$ cat config.mk
export PLATFORM = sky130hd
export DESIGN_NAME = aac_exec
export DESIGN_NICKNAME = d
export VERILOG_FILES = /design/src/logic/aac_pkg.sv /design/src/logic/aac_adder.sv /design/src/logic/aac_exec.sv
export SDC_FILE = /design/constraint.sdc
export NUM_CORES = 1
export LEC_CHECK = 0
export BUFFER_PORTS_ARGS = -buffer_cell sky130_fd_sc_hd__buf_2
export CAP_MARGIN = 15
export CORE_MARGIN = 2
export CORE_UTILIZATION = 40
export DETAILED_ROUTE_END_ITERATION = 16
export HOLD_SLACK_MARGIN = 0.1
export PLACE_DENSITY = 0.69
export REMOVE_ABC_BUFFERS = 1
export SYNTH_ARGS = -nofsm -noshare
export SYNTH_HDL_FRONTEND = slang
export SYNTH_SLANG_ARGS = --single-unit
$ cat constraint.sdc
create_clock -name clock_i -period 10.3 [get_ports clock_i]
set_clock_uncertainty 0.2 [all_clocks]
set_input_delay 2.06 -clock clock_i [delete_from_list [all_inputs] [get_ports clock_i]]
set_output_delay 2.06 -clock clock_i [all_outputs]
set_load 0.01 [all_outputs]
$ cat src/logic/aac_pkg.sv
package aac_pkg;

    // ==========================================================
    // instruction encoding
    localparam logic [7:0] ADD_LIT_OP      = 8'h0F;
    localparam logic [5:0] ADD_FILE_OP     = 6'h09;
    localparam int         DEST_BIT        = 9;
    localparam int         ACCESS_BIT      = 8;
    localparam logic [7:0] INDEX_LIMIT     = 8'h5F;

    // ==========================================================
    // reset values
    localparam logic [7:0] ACC_RESET       = 8'h00;
    localparam logic [4:0] FLAGS_RESET     = 5'h00;
    localparam logic [1:0] PHASE_RESET     = 2'h0;

    // ==========================================================
    // flag positions in the packed flag vector
    localparam int         FLAG_CARRY      = 0;
    localparam int         FLAG_HALF       = 1;
    localparam int         FLAG_ZERO       = 2;
    localparam int         FLAG_RANGE      = 3;
    localparam int         FLAG_NEG        = 4;

    // ==========================================================
    // four phases of one instruction cycle
    typedef enum logic [1:0]
    {
        AAC_DECODE  = 2'b00,
        AAC_READ    = 2'b01,
        AAC_PROCESS = 2'b10,
        AAC_WRITE   = 2'b11
    } aac_phase_t;

    // access bank split: low part of the access bank maps to bank 0
    localparam logic [3:0] ACCESS_LOW_BANK  = 4'h0;
    localparam logic [3:0] ACCESS_HIGH_BANK = 4'hF;
    localparam logic [7:0] ACCESS_SPLIT     = 8'h60;

endpackage

$ cat src/logic/aac_adder.sv
`timescale 1ns/1ps

// ==========================================================
// 8-bit adder with status outputs
module aac_adder
(
    // operands
    input  wire logic [7:0] a_i,
    input  wire logic [7:0] b_i,
    // result
    output logic      [7:0] sum_o,
    output logic            carry_o,
    output logic            half_carry_o,
    output logic            zero_o,
    output logic            range_o,
    output logic            neg_o
);
    wire logic [8:0] full_sum;
    wire logic [4:0] low_sum;

    assign full_sum     = {1'b0, a_i} + {1'b0, b_i};
    assign low_sum      = {1'b0, a_i[3:0]} + {1'b0, b_i[3:0]};
    assign sum_o        = full_sum[7:0];
    assign carry_o      = full_sum[8];
    assign half_carry_o = low_sum[4];
    assign zero_o       = (full_sum[7:0] == 8'h00);
    // same-sign operands giving opposite-sign result
    assign range_o      = (a_i[7] == b_i[7]) && (full_sum[7] != a_i[7]);
    assign neg_o        = full_sum[7];
endmodule

$ cat src/logic/aac_exec.sv
`timescale 1ns/1ps

module aac_exec
(
    // clock and reset
    input  wire logic        clock_i,
    input  wire logic        sys_rst_i,
    // instruction issue, sampled in the decode phase
    input  wire logic        instr_valid_i,
    input  wire logic [15:0] instr_i,
    input  wire logic        ext_mode_i,
    input  wire logic [3:0]  bank_select_reg_i,
    input  wire logic [7:0]  index_base_i,
    // file register read data, valid in the read phase
    input  wire logic [7:0]  file_rdata_i,
    // file register access
    output logic      [11:0] file_addr_o,
    output logic             file_rd_o,
    output logic             file_we_o,
    output logic      [7:0]  file_wdata_o,
    // architectural state
    output logic      [7:0]  accumulator_reg_o,
    output logic             carry_flag_o,
    output logic             half_carry_flag_o,
    output logic             zero_flag_o,
    output logic             signed_range_flag_o,
    output logic             negative_flag_o,
    output logic             phase_decode_o,
    output logic             busy_o
);
    import aac_pkg::*;

    // ==========================================================
    // state
    aac_phase_t  phase_r;
    aac_phase_t  phase_nxt;
    logic [15:0] instr_r;
    logic        ext_r;
    logic [3:0]  bank_r;
    logic [7:0]  base_r;
    logic        live_r;
    logic [7:0]  operand_r;
    logic [7:0]  sum_r;
    logic [4:0]  stat_r;
    logic [7:0]  acc_r;
    logic [7:0]  acc_nxt;
    logic [4:0]  flags_r;
    logic [4:0]  flags_nxt;
    logic [11:0] addr_r;
    logic        rd_r;
    logic        we_r;
    logic [7:0]  wdata_r;
    logic        pd_r;
    logic        busy_r;

    // ==========================================================
    // decode
    wire logic        is_lit;
    wire logic        is_file;
    wire logic        dest_file;
    wire logic        access_clr;
    wire logic        use_index;
    wire logic [7:0]  freg;
    wire logic [11:0] eff_addr;
    wire logic [7:0]  idx_sum;
    wire logic [7:0]  b_operand;
    wire logic [7:0]  add_sum;
    wire logic [4:0]  add_stat;

    assign is_lit     = live_r && (instr_r[15:8] == ADD_LIT_OP);
    assign is_file    = live_r && (instr_r[15:10] == ADD_FILE_OP);
    assign dest_file  = instr_r[DEST_BIT];
    assign access_clr = !instr_r[ACCESS_BIT];
    assign freg       = instr_r[7:0];
    assign use_index  = access_clr && ext_r && (freg <= INDEX_LIMIT);
    assign idx_sum    = 8'(base_r + freg);
    // indexed offsets wrap within one page; full pointer math lives elsewhere
    assign eff_addr   = use_index ? {bank_r, idx_sum}
                      : !access_clr ? {bank_r, freg}
                      : (freg < ACCESS_SPLIT) ? {ACCESS_LOW_BANK, freg}
                      : {ACCESS_HIGH_BANK, freg};
    assign b_operand  = is_file ? operand_r : freg;

    aac_adder u_add
    (
        .a_i          (acc_r),
        .b_i          (b_operand),
        .sum_o        (add_sum),
        .carry_o      (add_stat[FLAG_CARRY]),
        .half_carry_o (add_stat[FLAG_HALF]),
        .zero_o       (add_stat[FLAG_ZERO]),
        .range_o      (add_stat[FLAG_RANGE]),
        .neg_o        (add_stat[FLAG_NEG])
    );

    // ==========================================================
    // phase sequencing, four phases per instruction
    always_comb
    begin
        case (phase_r)
            AAC_DECODE:  phase_nxt = AAC_READ;
            AAC_READ:    phase_nxt = AAC_PROCESS;
            AAC_PROCESS: phase_nxt = AAC_WRITE;
            AAC_WRITE:   phase_nxt = AAC_DECODE;
            default:     phase_nxt = AAC_DECODE;
        endcase
    end

    // accumulator written in the write phase of a valid add unless the file is the target
    assign acc_nxt   = (phase_r == AAC_WRITE) && (is_lit || (is_file && !dest_file))
                     ? sum_r : acc_r;
    assign flags_nxt = (phase_r == AAC_WRITE) && (is_lit || is_file) ? stat_r : flags_r;

    always_ff @(posedge clock_i)
    begin
        if (sys_rst_i)
        begin
            phase_r   <= AAC_DECODE;
            instr_r   <= 16'h0000;
            ext_r     <= 1'b0;
            bank_r    <= 4'h0;
            base_r    <= 8'h00;
            live_r    <= 1'b0;
            operand_r <= 8'h00;
            sum_r     <= 8'h00;
            stat_r    <= FLAGS_RESET;
            acc_r     <= ACC_RESET;
            flags_r   <= FLAGS_RESET;
            addr_r    <= 12'h000;
            rd_r      <= 1'b0;
            we_r      <= 1'b0;
            wdata_r   <= 8'h00;
            pd_r      <= 1'b0;
            busy_r    <= 1'b0;
        end
        else
        begin
            phase_r <= phase_nxt;
            acc_r   <= acc_nxt;
            flags_r <= flags_nxt;
            pd_r    <= (phase_nxt == AAC_DECODE);
            rd_r    <= 1'b0;
            we_r    <= 1'b0;
            if (phase_r == AAC_DECODE)
            begin
                instr_r <= instr_i;
                live_r  <= instr_valid_i;
                ext_r   <= ext_mode_i;
                bank_r  <= bank_select_reg_i;
                base_r  <= index_base_i;
                busy_r  <= instr_valid_i;
            end
            if (phase_r == AAC_READ)
            begin
                operand_r <= file_rdata_i;
            end
            if (phase_r == AAC_PROCESS)
            begin
                sum_r  <= add_sum;
                stat_r <= add_stat;
            end
            if (phase_r == AAC_WRITE)
            begin
                busy_r <= 1'b0;
            end
            // read strobed during the read phase; address is zero then and presented in the process phase
            if (phase_nxt == AAC_READ)
            begin
                addr_r <= 12'h000;
            end
            if (phase_r == AAC_DECODE)
            begin
                rd_r   <= instr_valid_i && (instr_i[15:10] == ADD_FILE_OP);
            end
            if (phase_r == AAC_READ)
            begin
                addr_r <= eff_addr;
            end
            // write strobe comes out in the decode phase after the write phase
            if (phase_r == AAC_WRITE)
            begin
                we_r    <= is_file && dest_file;
                wdata_r <= sum_r;
            end
        end
    end

    assign file_addr_o         = addr_r;
    assign file_rd_o           = rd_r;
    assign file_we_o           = we_r;
    assign file_wdata_o        = wdata_r;
    assign accumulator_reg_o   = acc_r;
    assign carry_flag_o        = flags_r[FLAG_CARRY];
    assign half_carry_flag_o   = flags_r[FLAG_HALF];
    assign zero_flag_o         = flags_r[FLAG_ZERO];
    assign signed_range_flag_o = flags_r[FLAG_RANGE];
    assign negative_flag_o     = flags_r[FLAG_NEG];
    assign phase_decode_o      = pd_r;
    assign busy_o              = busy_r;

    // ==========================================================
    // checks
    a_lit_acc_update: assert property (@(posedge clock_i) disable iff (sys_rst_i)
        (phase_r == AAC_WRITE && is_lit) |=> (acc_r == $past(sum_r)))
        else $error("literal add did not load accumulator");
    a_dest_keeps_acc: assert property (@(posedge clock_i) disable iff (sys_rst_i)
        (phase_r == AAC_WRITE && is_file && dest_file) |=> (we_r && $stable(acc_r)))
        else $error("file destination disturbed accumulator");
    a_acc_dest_nowr: assert property (@(posedge clock_i) disable iff (sys_rst_i)
        (phase_r == AAC_WRITE && is_file && !dest_file) |=> !we_r)
        else $error("accumulator destination wrote file");
    a_acc_dest_load: assert property (@(posedge clock_i) disable iff (sys_rst_i)
        (phase_r == AAC_WRITE && is_file && !dest_file) |=> (acc_r == $past(sum_r)))
        else $error("accumulator destination not loaded");
    a_index_addr: assert property (@(posedge clock_i) disable iff (sys_rst_i)
        (phase_r == AAC_READ && ext_r && access_clr && freg <= INDEX_LIMIT)
        |=> (addr_r == {$past(bank_r), 8'($past(base_r) + $past(freg))}))
        else $error("indexed address wrong");
    a_index_gate: assert property (@(posedge clock_i) disable iff (sys_rst_i)
        (phase_r == AAC_READ && !(ext_r && access_clr && freg <= INDEX_LIMIT))
        |=> (addr_r[7:0] == $past(freg)))
        else $error("indexed mode outside its conditions");
    a_bank_addr: assert property (@(posedge clock_i) disable iff (sys_rst_i)
        (phase_r == AAC_READ && !access_clr) |=> (addr_r == {$past(bank_r), $past(freg)}))
        else $error("banked address wrong");
    a_file_read: assert property (@(posedge clock_i) disable iff (sys_rst_i)
        (phase_r == AAC_DECODE && instr_valid_i && instr_i[15:10] == 6'h09) |=> rd_r ##1 rd_r == 1'b0)
        else $error("file read strobe missing");
    a_one_cycle: assert property (@(posedge clock_i) disable iff (sys_rst_i)
        (phase_r == AAC_DECODE) |=> (phase_r == AAC_READ) ##1 (phase_r == AAC_PROCESS)
        ##1 (phase_r == AAC_WRITE) ##1 (phase_r == AAC_DECODE))
        else $error("instruction cycle not four phases");
endmodule

==> results.sh, run 1 <==
export IMPL_outcome="finished, final reports clean"
export IMPL_final_min_clock_period_ps=3640
export IMPL_ir_worst_vdd_mv=0.0895
export IMPL_synth_cells=424
export IMPL_fmax_ghz=0.275
export IMPL_ys_types=47
export IMPL_hold_buffers=0
export IMPL_vias=3158
export IMPL_drt_iter0_drc=120
export IMPL_crit_buf_inv=0
export IMPL_grt_pass1_wl_mm=15.0
export IMPL_drc=0
export IMPL_netlist_area_mm2=0.00413
export IMPL_critical_path_endpoint_type="flop"
export IMPL_final_hold_viol_count=0
export IMPL_final_cells=633
export IMPL_async_flop_share_pct=0
export IMPL_tns_ps=0
export IMPL_vias_per_cell=4.99
export IMPL_gp_congestion=0.773
export IMPL_detail_route_wl_per_cell_um=14.1
export IMPL_cts_sinks=89
export IMPL_rsz0062_at_grt="no"
export IMPL_antenna_found_initial=0
export IMPL_crit_family="simple AND/OR/NAND/NOR gates"
export IMPL_numCtsBuffers=9
export IMPL_root_buffer="clkbuf_8"
export IMPL_tightestPinTransition_ps=1010
export IMPL_powerDensity_mw_per_mm2=197
export IMPL_drive_above_1_share_pct=22.5
export IMPL_initial_core_util_pct=40.6
export IMPL_grt_max_degree=90
export IMPL_slew_violations=0
export IMPL_postRouteAntennaNets=0
export IMPL_wl_mm=8.92
export IMPL_yosys_area_top_type_share_pct=43.1
export IMPL_slew_headroom_pct=32.5
export IMPL_rows=37
export IMPL_period_share_pct=35.3
export IMPL_total_power_mw=0.954
export IMPL_crit_chain="nor4b_1, and3_1, mux2_2, ha_1, fa_1, nand3_2, a21boi_2, a311o_1, or4_1, o21ai_1"
export IMPL_nets=557
export IMPL_grt_pass1_vias=3146
export IMPL_syn_avg_cell_area_um2=9.74
export IMPL_design_core_area_mm2=0.0102
export IMPL_synth_area_leaders="dfxtp_1, mux2i_1, nor2_1"
export IMPL_clock_latency_ps=350
export IMPL_timing_final_ws_setup_ps=6660
export IMPL_ctsResizeCount=0
export IMPL_hold_slack_ps=285
export IMPL_max_stage_delay_ps=530
export IMPL_critPathKind="reg -> reg"
export IMPL_dp_cells=617
export IMPL_yosys_area_top_type="dfxtp_1"
export IMPL_chipWidth_um=106
export IMPL_die_h_um=106
export IMPL_synthFlopType="dfxtp_1"
export IMPL_first_pass_iters=5
export IMPL_synth_edf_count=0
export IMPL_ys_seq_area_share_pct=43.1
export IMPL_cellLeakagePower_nw=2.30
export IMPL_ys_warn_count=0
export IMPL_cp_required_ps=10380
export IMPL_cap_viol_max_count=0
export IMPL_place_ws_ps=6420
export IMPL_cts_tree="yes"
export IMPL_postCtsSetupBuffers=0
export IMPL_grt_overflow=0
export IMPL_clk_pin_slew_ps=90
export IMPL_setup_viol=0
export IMPL_htree_levels=3
export IMPL_hold_path_class="reg -> reg"
export IMPL_ioPinCount=77
export IMPL_track_usage_pct=16.8
export IMPL_fill_cells=1019
export IMPL_crit_fanout=9
export IMPL_io_buffers=76
export IMPL_n_antenna_cell=0
export IMPL_ys_ff_latch=89
export IMPL_cts_path_max_buffers=2
export IMPL_syn2layout_area_growth_pct=17.2
export IMPL_design_die_area_mm2=0.0112
export IMPL_cp_slowest_cell="or4_1"
export IMPL_arrival_ps=3720
export IMPL_cp_start_kind="flop"
export IMPL_dp_hpwl_mm=6.41
-- stage by stage --
stage,area (um2),utilization (%)
6_report,4840,47.5
5_1_grt,4840,47.5
4_1_cts,4840,47.5
3_5_place_dp,4620,45.4
3_3_place_gp,4620,45.4
2_1_floorplan,4050,-
-- layer usage --
layer / global-route usage [%] / up-vias / wire (um)
li1: - / 1619 / -
met1: 21.0 / 1468 / 3980
met2: 28.2 / 69 / 4450
met3: 4.58 / 2 / 429
met4: 5.08 / 0 / 55
met5: 0 / - / 0
-- registers in the layout, summed over array words and instances, names as in the netlist, 2 cells and up --
signal	count
file_addr_o	12
bank_r	4
accumulator_reg_o	8
base_r	8
instr_r	16
file_wdata_o	8
flags_r	5
phase_r	2
stat_r	4
operand_r	8
sum_r	8
-- cell type report --
| cell class | instances | area (um2) | share of cell area, % |
|---|---|---|---|
| Timing Repair Buffer | 78 | 395 | 8.17 |
| Clock buffer | 11 | 141 | 2.92 |
| Tap cell | 136 | 170 | 3.52 |
| Sequential cell | 89 | 1780 | 36.8 |
| Multi-Input combinational cell | 305 | 2240 | 46.3 |
| Clock inverter | 5 | 78.8 | 1.63 |
| Inverter | 9 | 33.8 | 0.698 |
-- synthesized netlist by cell type, types with 2 or more instances --
master    instances
ha_1             23
xnor2_1           7
o21ai_1           3
nor4_1            2
buf_1             4
xor2_1            4
and4b_1           2
nor3_1            2
nor4b_1           4
nand3b_1          5
a211oi_1          7
o21a_1            2
and3_1            3
o21ai_0          11
a22oi_1           2
a21o_1            3
mux2i_1          68
nor2b_1          11
a31oi_1           4
inv_1             9
nand2_1           5
a21oi_1          15
clkbuf_1         17
nor3b_1           5
fa_1              2
nor2_1           84
mux2_2           11
nand3_1           2
dfxtp_1          89
-- power breakdown --
part	switching [mW]	total, mW	internal [mW]	leakage (nW)
logic	0.143	0.270	0.127	1.46
registers	0.0318	0.418	0.387	0.726
clock network	0.123	0.266	0.143	0.113
-- logic make-up (layout without fill, tap and decap cells) --
| group | count (synthesis) | after routing | synth area share (%) |
|---|---|---|---|
| AOI/OAI and AO/OA | 57 | 57 | 8.79 |
| xor gates and xnor gates | 11 | 11 | 2.33 |
| adders and majority gates | 25 | 25 | 7.94 |
| buffers and inverters | 30 | 103 | 2.73 |
| DFF | 89 | 89 | 43.1 |
| muxes | 79 | 79 | 19.5 |
| and+or+nand+nor | 133 | 133 | 15.6 |
-- path summary, 6_finish.rpt --
check,startpoint,to,slack (ps),cells after the start
setup reg to reg,instr_r[12]$_SDFFE_PP0N_,stat_r[2]$_SDFFE_PP0P_,6660,10
hold / removal,file_addr_o[8]$_SDFFE_PP0P_,file_addr_o[8]$_SDFFE_PP0P_,290,2
hold reg to reg,file_addr_o[8]$_SDFFE_PP0P_,file_addr_o[8]$_SDFFE_PP0P_,290,2
setup / recovery,instr_r[12]$_SDFFE_PP0N_,stat_r[2]$_SDFFE_PP0P_,6660,10
-- placed cells by master, fill, tap and decap left out, types with 4 or more instances in the layout --
master     n
ha_1      22
dfxtp_1   89
nor2_1    84
a211oi_1   7
nor2b_1   11
nand2_1    5
o21ai_0   11
a31oi_1    4
nand3b_1   5
nor4b_1    4
mux2i_1   68
a21oi_1   15
mux2_2    11
inv_1      9
clkbuf_8  10
nor3b_1    5
buf_2     76
xnor2_1    7
xor2_1     4
-- tightest hold or removal path: stages (launching register included) --
cell and delay [ps]:
dfxtp_1 320, nand3b_1 70, a21oi_1 50
Note: power is estimated with default switching activity, not from simulation.
==> inputs of run 2 (changes only) <==
Clock period 10.3 ns to 3.6 ns, I/O delays scaled along.
==> results.sh, run 2 (synthesized netlist as in run 1, its figures left out) <==
export IMPL_vias_per_cell=5.00
export IMPL_drc=0
export IMPL_tns_ps=0
export IMPL_clk_pin_slew_ps=90
export IMPL_final_min_clock_period_ps=3370
export IMPL_tightestPinTransition_ps=1010
export IMPL_ir_worst_vdd_mv=0.220
export IMPL_final_common_cell="dfxtp_1"
export IMPL_setup_viol=0
export IMPL_crit_fanout=5
export IMPL_rows=37
export IMPL_design_core_area_mm2=0.0102
export IMPL_antenna_found_initial=1
export IMPL_cts_tree="yes"
export IMPL_postRouteAntennaNets=0
export IMPL_slew_headroom_pct=32.9
export IMPL_r2r_end="stat_r[2]$_SDFFE_PP0P_"
export IMPL_chipWidth_um=106
export IMPL_vias=3182
export IMPL_numCtsBuffers=9
export IMPL_rsz0062_at_grt="no"
export IMPL_die_h_um=106
export IMPL_cp_required_ps=3690
export IMPL_hold_path_class="reg -> reg"
export IMPL_reg2reg_depth=11
export IMPL_gp_congestion=0.832
export IMPL_grt_max_degree=35
export IMPL_dp_hpwl_mm=6.76
export IMPL_drive_above_1_share_pct=23.6
export IMPL_outcome="finished, final reports clean"
export IMPL_critical_path_endpoint_type="flop"
export IMPL_drt_iter0_drc=110
export IMPL_clock_latency_ps=350
export IMPL_slew_violations=0
export IMPL_min_path_cells=2
export IMPL_cap_viol_max_count=0
export IMPL_cts_sinks=89
export IMPL_largest_reg_flops=16
export IMPL_hold_buffers=0
export IMPL_critPathKind="reg -> reg"
export IMPL_period_share_pct=93.7
export IMPL_syn2layout_area_growth_pct=16.8
export IMPL_fmax_ghz=0.297
export IMPL_wl_mm=9.25
export IMPL_regMostFlops="instr_r"
export IMPL_fill_cells=1013
export IMPL_io_buffers=76
export IMPL_grt_pass1_vias=3180
export IMPL_htree_levels=3
export IMPL_whs_endpoint="file_addr_o[8]$_SDFFE_PP0P_"
export IMPL_cp_start_kind="flop"
export IMPL_powerDensity_mw_per_mm2=539
export IMPL_grt_overflow=0
export IMPL_detail_route_wl_per_cell_um=14.5
export IMPL_initial_core_util_pct=40.6
export IMPL_hold_start="file_addr_o[8]$_SDFFE_PP0P_"
export IMPL_root_buffer="clkbuf_8"
export IMPL_first_pass_iters=6
export IMPL_layout_common_cells="dfxtp_1, nor2_1, buf_2, mux2i_1, ha_1"
export IMPL_nets=560
export IMPL_grt_pass1_wl_mm=15.2
export IMPL_r2r_start="instr_r[12]$_SDFFE_PP0N_"
export IMPL_design_die_area_mm2=0.0112
export IMPL_ioPinCount=77
export IMPL_dp_cells=620
export IMPL_final_cells=637
export IMPL_final_hold_viol_count=0
export IMPL_track_usage_pct=17.0
export IMPL_arrival_ps=3460
export IMPL_rrSetupSlack_ps=230
export IMPL_cts_path_max_buffers=2
export IMPL_cellLeakagePower_nw=2.28
==> run 2: layout make-up <==
class	count	area, um2	area share [%]
multi-input cells	305	2250	46.6
inverters	9	33.8	0.701
clock buffers	9	124	2.57
diodes	1	2.50	0.0519
clock inverters	7	46.3	0.960
well taps	136	170	3.53
repair buffers	81	418	8.67
flip-flops and latches	89	1780	36.9
==> run 2: repair_timing <==
action	4_1_cts	5_1_grt
resized for setup	0	2
endpoints found under the setup margin	0	1
setup buffers	0	0
==> run 2: worst max-delay path by stage <==
stage                                   endpoint                      from  slack, ps
after floorplan           stat_r[2]$_SDFFE_PP0P_  instr_r[12]$_SDFFE_PP0N_        310
after global placement    stat_r[2]$_SDFFE_PP0P_  instr_r[12]$_SDFFE_PP0N_        210
after detailed placement  stat_r[2]$_SDFFE_PP0P_  instr_r[12]$_SDFFE_PP0N_         90
after CTS                 stat_r[2]$_SDFFE_PP0P_  instr_r[12]$_SDFFE_PP0N_         60
after global routing      stat_r[2]$_SDFFE_PP0P_  instr_r[12]$_SDFFE_PP0N_         50
final                     stat_r[2]$_SDFFE_PP0P_  instr_r[12]$_SDFFE_PP0N_        230
==> run 2: power breakdown <==
group / internal [mW] / switching [mW]
combinational: 0.366 / 0.413
clock: 0.249 / 0.368
sequential: 1.11 / 0.0948
total: 1.72 / 0.876
==> run 2: critical path: stages (launching register included) <==
cell and delay (ps):
dfxtp_1 330, nor4b_2 310, and3_2 300, buf_4 160, mux2_2 350, ha_1 330
nor3b_1 160, a31oi_1 130, o21ai_1 100, a311o_1 290, or4_1 520, o21ai_1 130
==> run 2: per-layer routing <==
metal  vias up  GRT usage (%)  wire length, um
met3        13           2.78              321
met5         -              0                0
met1      1486           20.8             4100
met4         0           7.89              168
li1       1625              -                -
met2        58           29.2             4670
==> run 2: per-stage QoR <==
stage / area [um2] / utilization, % / hold WS (ps) / worst slack [ps] / total power, mW
floorplan: 4050 / - / 252 / 307 / 1.79
global placement: 4640 / 45.6 / 265 / 209 / 1.97
detailed placement: 4640 / 45.6 / 270 / 86.4 / 2.00
CTS: 4810 / 47.2 / 285 / 64.5 / 2.62
global route: 4820 / 47.3 / 296 / 48.1 / 2.76
finish: 4820 / 47.3 / 285 / 228 / 2.60
==> inputs of run 3 (changes only) <==
Settings changed: CELL_PAD_IN_SITES_DETAIL_PLACEMENT set to 0, CELL_PAD_IN_SITES_GLOBAL_PLACEMENT set to 2, CORE_UTILIZATION 40 to 36, CTS_BUF_LIST set to sky130_fd_sc_hd__clkbuf_2 sky130_fd_sc_hd__clkbuf_4 sky130_fd_sc_hd__clkbuf_8, PLACE_DENSITY 0.69 to 0.91.
==> results.sh, run 3 (synthesized netlist as in run 1, its figures left out) <==
export IMPL_final_hold_viol_count=0
export IMPL_cp_start_kind="flop"
export IMPL_tightestPinTransition_ps=1000
export IMPL_rows=39
export IMPL_regMostFlops="instr_r"
export IMPL_clk_pin_slew_ps=90
export IMPL_use_met3_pct=4.32
export IMPL_p_clk_share_pct=27.8
export IMPL_design_core_area_mm2=0.0113
export IMPL_drt_iter0_drc=112
export IMPL_hold_start="bank_r[3]$_SDFFE_PP0N_"
export IMPL_powerDensity_mw_per_mm2=562
export IMPL_crit_chain="nor4b_2, and3_2, mux2_2, ha_1, fa_1, nand3_2, a21boi_2, a311o_1, or4_1, o21ai_1"
export IMPL_tns_ps=0
export IMPL_htree_levels=3
export IMPL_hold_buffers=0
export IMPL_wl_mm=9.43
export IMPL_cap_viol_max_count=0
export IMPL_critical_path_endpoint_type="flop"
export IMPL_root_buffer="clkbuf_8"
export IMPL_final_common_cell="dfxtp_1"
export IMPL_final_min_clock_period_ps=3360
export IMPL_vias=3154
export IMPL_grt_pass1_vias=3079
export IMPL_drive_above_1_share_pct=23.8
export IMPL_io_buffers=76
export IMPL_crit_family="simple AND/OR/NAND/NOR gates"
export IMPL_layout_common_cells="dfxtp_1, nor2_1, buf_2, mux2i_1, ha_1"
export IMPL_arrival_ps=3460
export IMPL_slew_headroom_pct=33.1
export IMPL_cp_slowest_cell="or4_1"
export IMPL_track_usage_pct=15.7
export IMPL_p_comb_share_pct=28.4
export IMPL_antenna_found_initial=0
export IMPL_die_h_um=111
export IMPL_ioPinCount=77
export IMPL_cts_tree="yes"
export IMPL_clock_latency_ps=360
export IMPL_n_antenna_cell=0
export IMPL_syn2layout_area_growth_pct=18.3
export IMPL_use_met2_pct=25.6
export IMPL_slew_violations=0
export IMPL_period_share_pct=93.3
export IMPL_drc=0
export IMPL_max_stage_delay_ps=540
export IMPL_ir_worst_vdd_mv=0.227
export IMPL_grt_pass1_wl_mm=15.7
export IMPL_hold_path_class="reg -> reg"
export IMPL_swShare_pct=31.6
export IMPL_nets=561
export IMPL_final_cells=644
export IMPL_startpoint="instr_r[12]$_SDFFE_PP0N_"
export IMPL_gp_congestion=0.793
export IMPL_setup_viol=0
export IMPL_fmax_ghz=0.298
export IMPL_postRouteAntennaNets=0
export IMPL_critPathKind="reg -> reg"
export IMPL_rsz0062_at_grt="no"
export IMPL_p_switching_mw=0.867
export IMPL_r2r_start="instr_r[12]$_SDFFE_PP0N_"
export IMPL_detail_route_wl_per_cell_um=14.6
export IMPL_design_die_area_mm2=0.0123
export IMPL_dp_cells=628
export IMPL_outcome="finished, final reports clean"
export IMPL_first_pass_iters=4
export IMPL_postCtsSetupBuffers=0
export IMPL_total_power_mw=2.74
export IMPL_largest_reg_flops=16
export IMPL_dp_hpwl_mm=6.90
export IMPL_gr_max_usage_layer="met2"
export IMPL_grt_max_degree=38
export IMPL_grtUsageMet1_pct=20.8
export IMPL_chipWidth_um=111
export IMPL_cts_path_max_buffers=2
export IMPL_initial_core_util_pct=36.5
export IMPL_vias_per_cell=4.90
export IMPL_p_int_mw=1.88
export IMPL_numCtsBuffers=9
export IMPL_cp_required_ps=3700
export IMPL_grt_overflow=0
export IMPL_crit_buf_inv=0
export IMPL_fill_cells=1153
export IMPL_cts_sinks=89
export IMPL_crit_fanout=5
export IMPL_pwr_share_seq_pct=43.8
export IMPL_cellLeakagePower_nw=2.31
-- run 3: cell count changes in the layout (fill, tap and decap cells not counted) --
cell	delta
diode_2	-1
clkbuf_4	+2
bufinv_16	+2
clkinv_2	-2
buf_4	+1
inv_6	-1
clkinvlp_4	-1
-- run 3: worst min-delay path: stages, from the launching register on --
cell and delay [ps]:
dfxtp_1 330, mux2i_1 60, nor2_1 70
-- run 3: timing repair --
item | in CTS | in global routing
resized for setup | 0 | 2
hold endpoints to repair | 0 | 0
endpoints found under the setup margin | 0 | 1
-- run 3: worst paths after layout --
kind,to,slack [ps],depth (start not counted)
max,stat_r[2]$_SDFFE_PP0P_,240,10
min,bank_r[3]$_SDFFE_PP0N_,290,2
max reg2reg,stat_r[2]$_SDFFE_PP0P_,240,10
min reg2reg,bank_r[3]$_SDFFE_PP0N_,290,2
-- run 3: power by group through the flow --
stage | Clock (mW) | Combinational (mW) | Sequential, mW
2_1_floorplan | 0 | 0.594 | 1.20
3_3_place_gp | 0 | 0.771 | 1.22
3_5_place_dp | 0 | 0.790 | 1.22
4_1_cts | 0.788 | 0.791 | 1.20
5_1_grt | 0.826 | 0.878 | 1.22
6_report | 0.764 | 0.780 | 1.20
-- run 3: layer usage --
metal	wire [um]	part of all wire, %
met1	4490	48
met2	4470	47
met3	376	4.0
met4	88	0.93
met5	0	0
-- run 3: area by class of cell --
class / count / area, um2 / area share, %
multi-input cells: 305 / 2250 / 46.0
repair buffers: 82 / 425 / 8.71
inverters: 9 / 33.8 / 0.692
clock inverters: 5 / 80.1 / 1.64
clock buffers: 11 / 139 / 2.84
well taps: 143 / 179 / 3.66
flip-flops and latches: 89 / 1780 / 36.5
-- run 3: metrics by stage --
step / setup slack [ps] / instance area [um2] / hold slack, ps / util (%)
global route: 39.9 / 4880 / 317 / 43.1
floorplan: 307 / 4050 / 252 / -
global placement: 158 / 4660 / 267 / 41.1
detailed placement: 127 / 4660 / 278 / 41.1
finish: 242 / 4880 / 293 / 43.1
CTS: 109 / 4880 / 295 / 43.1
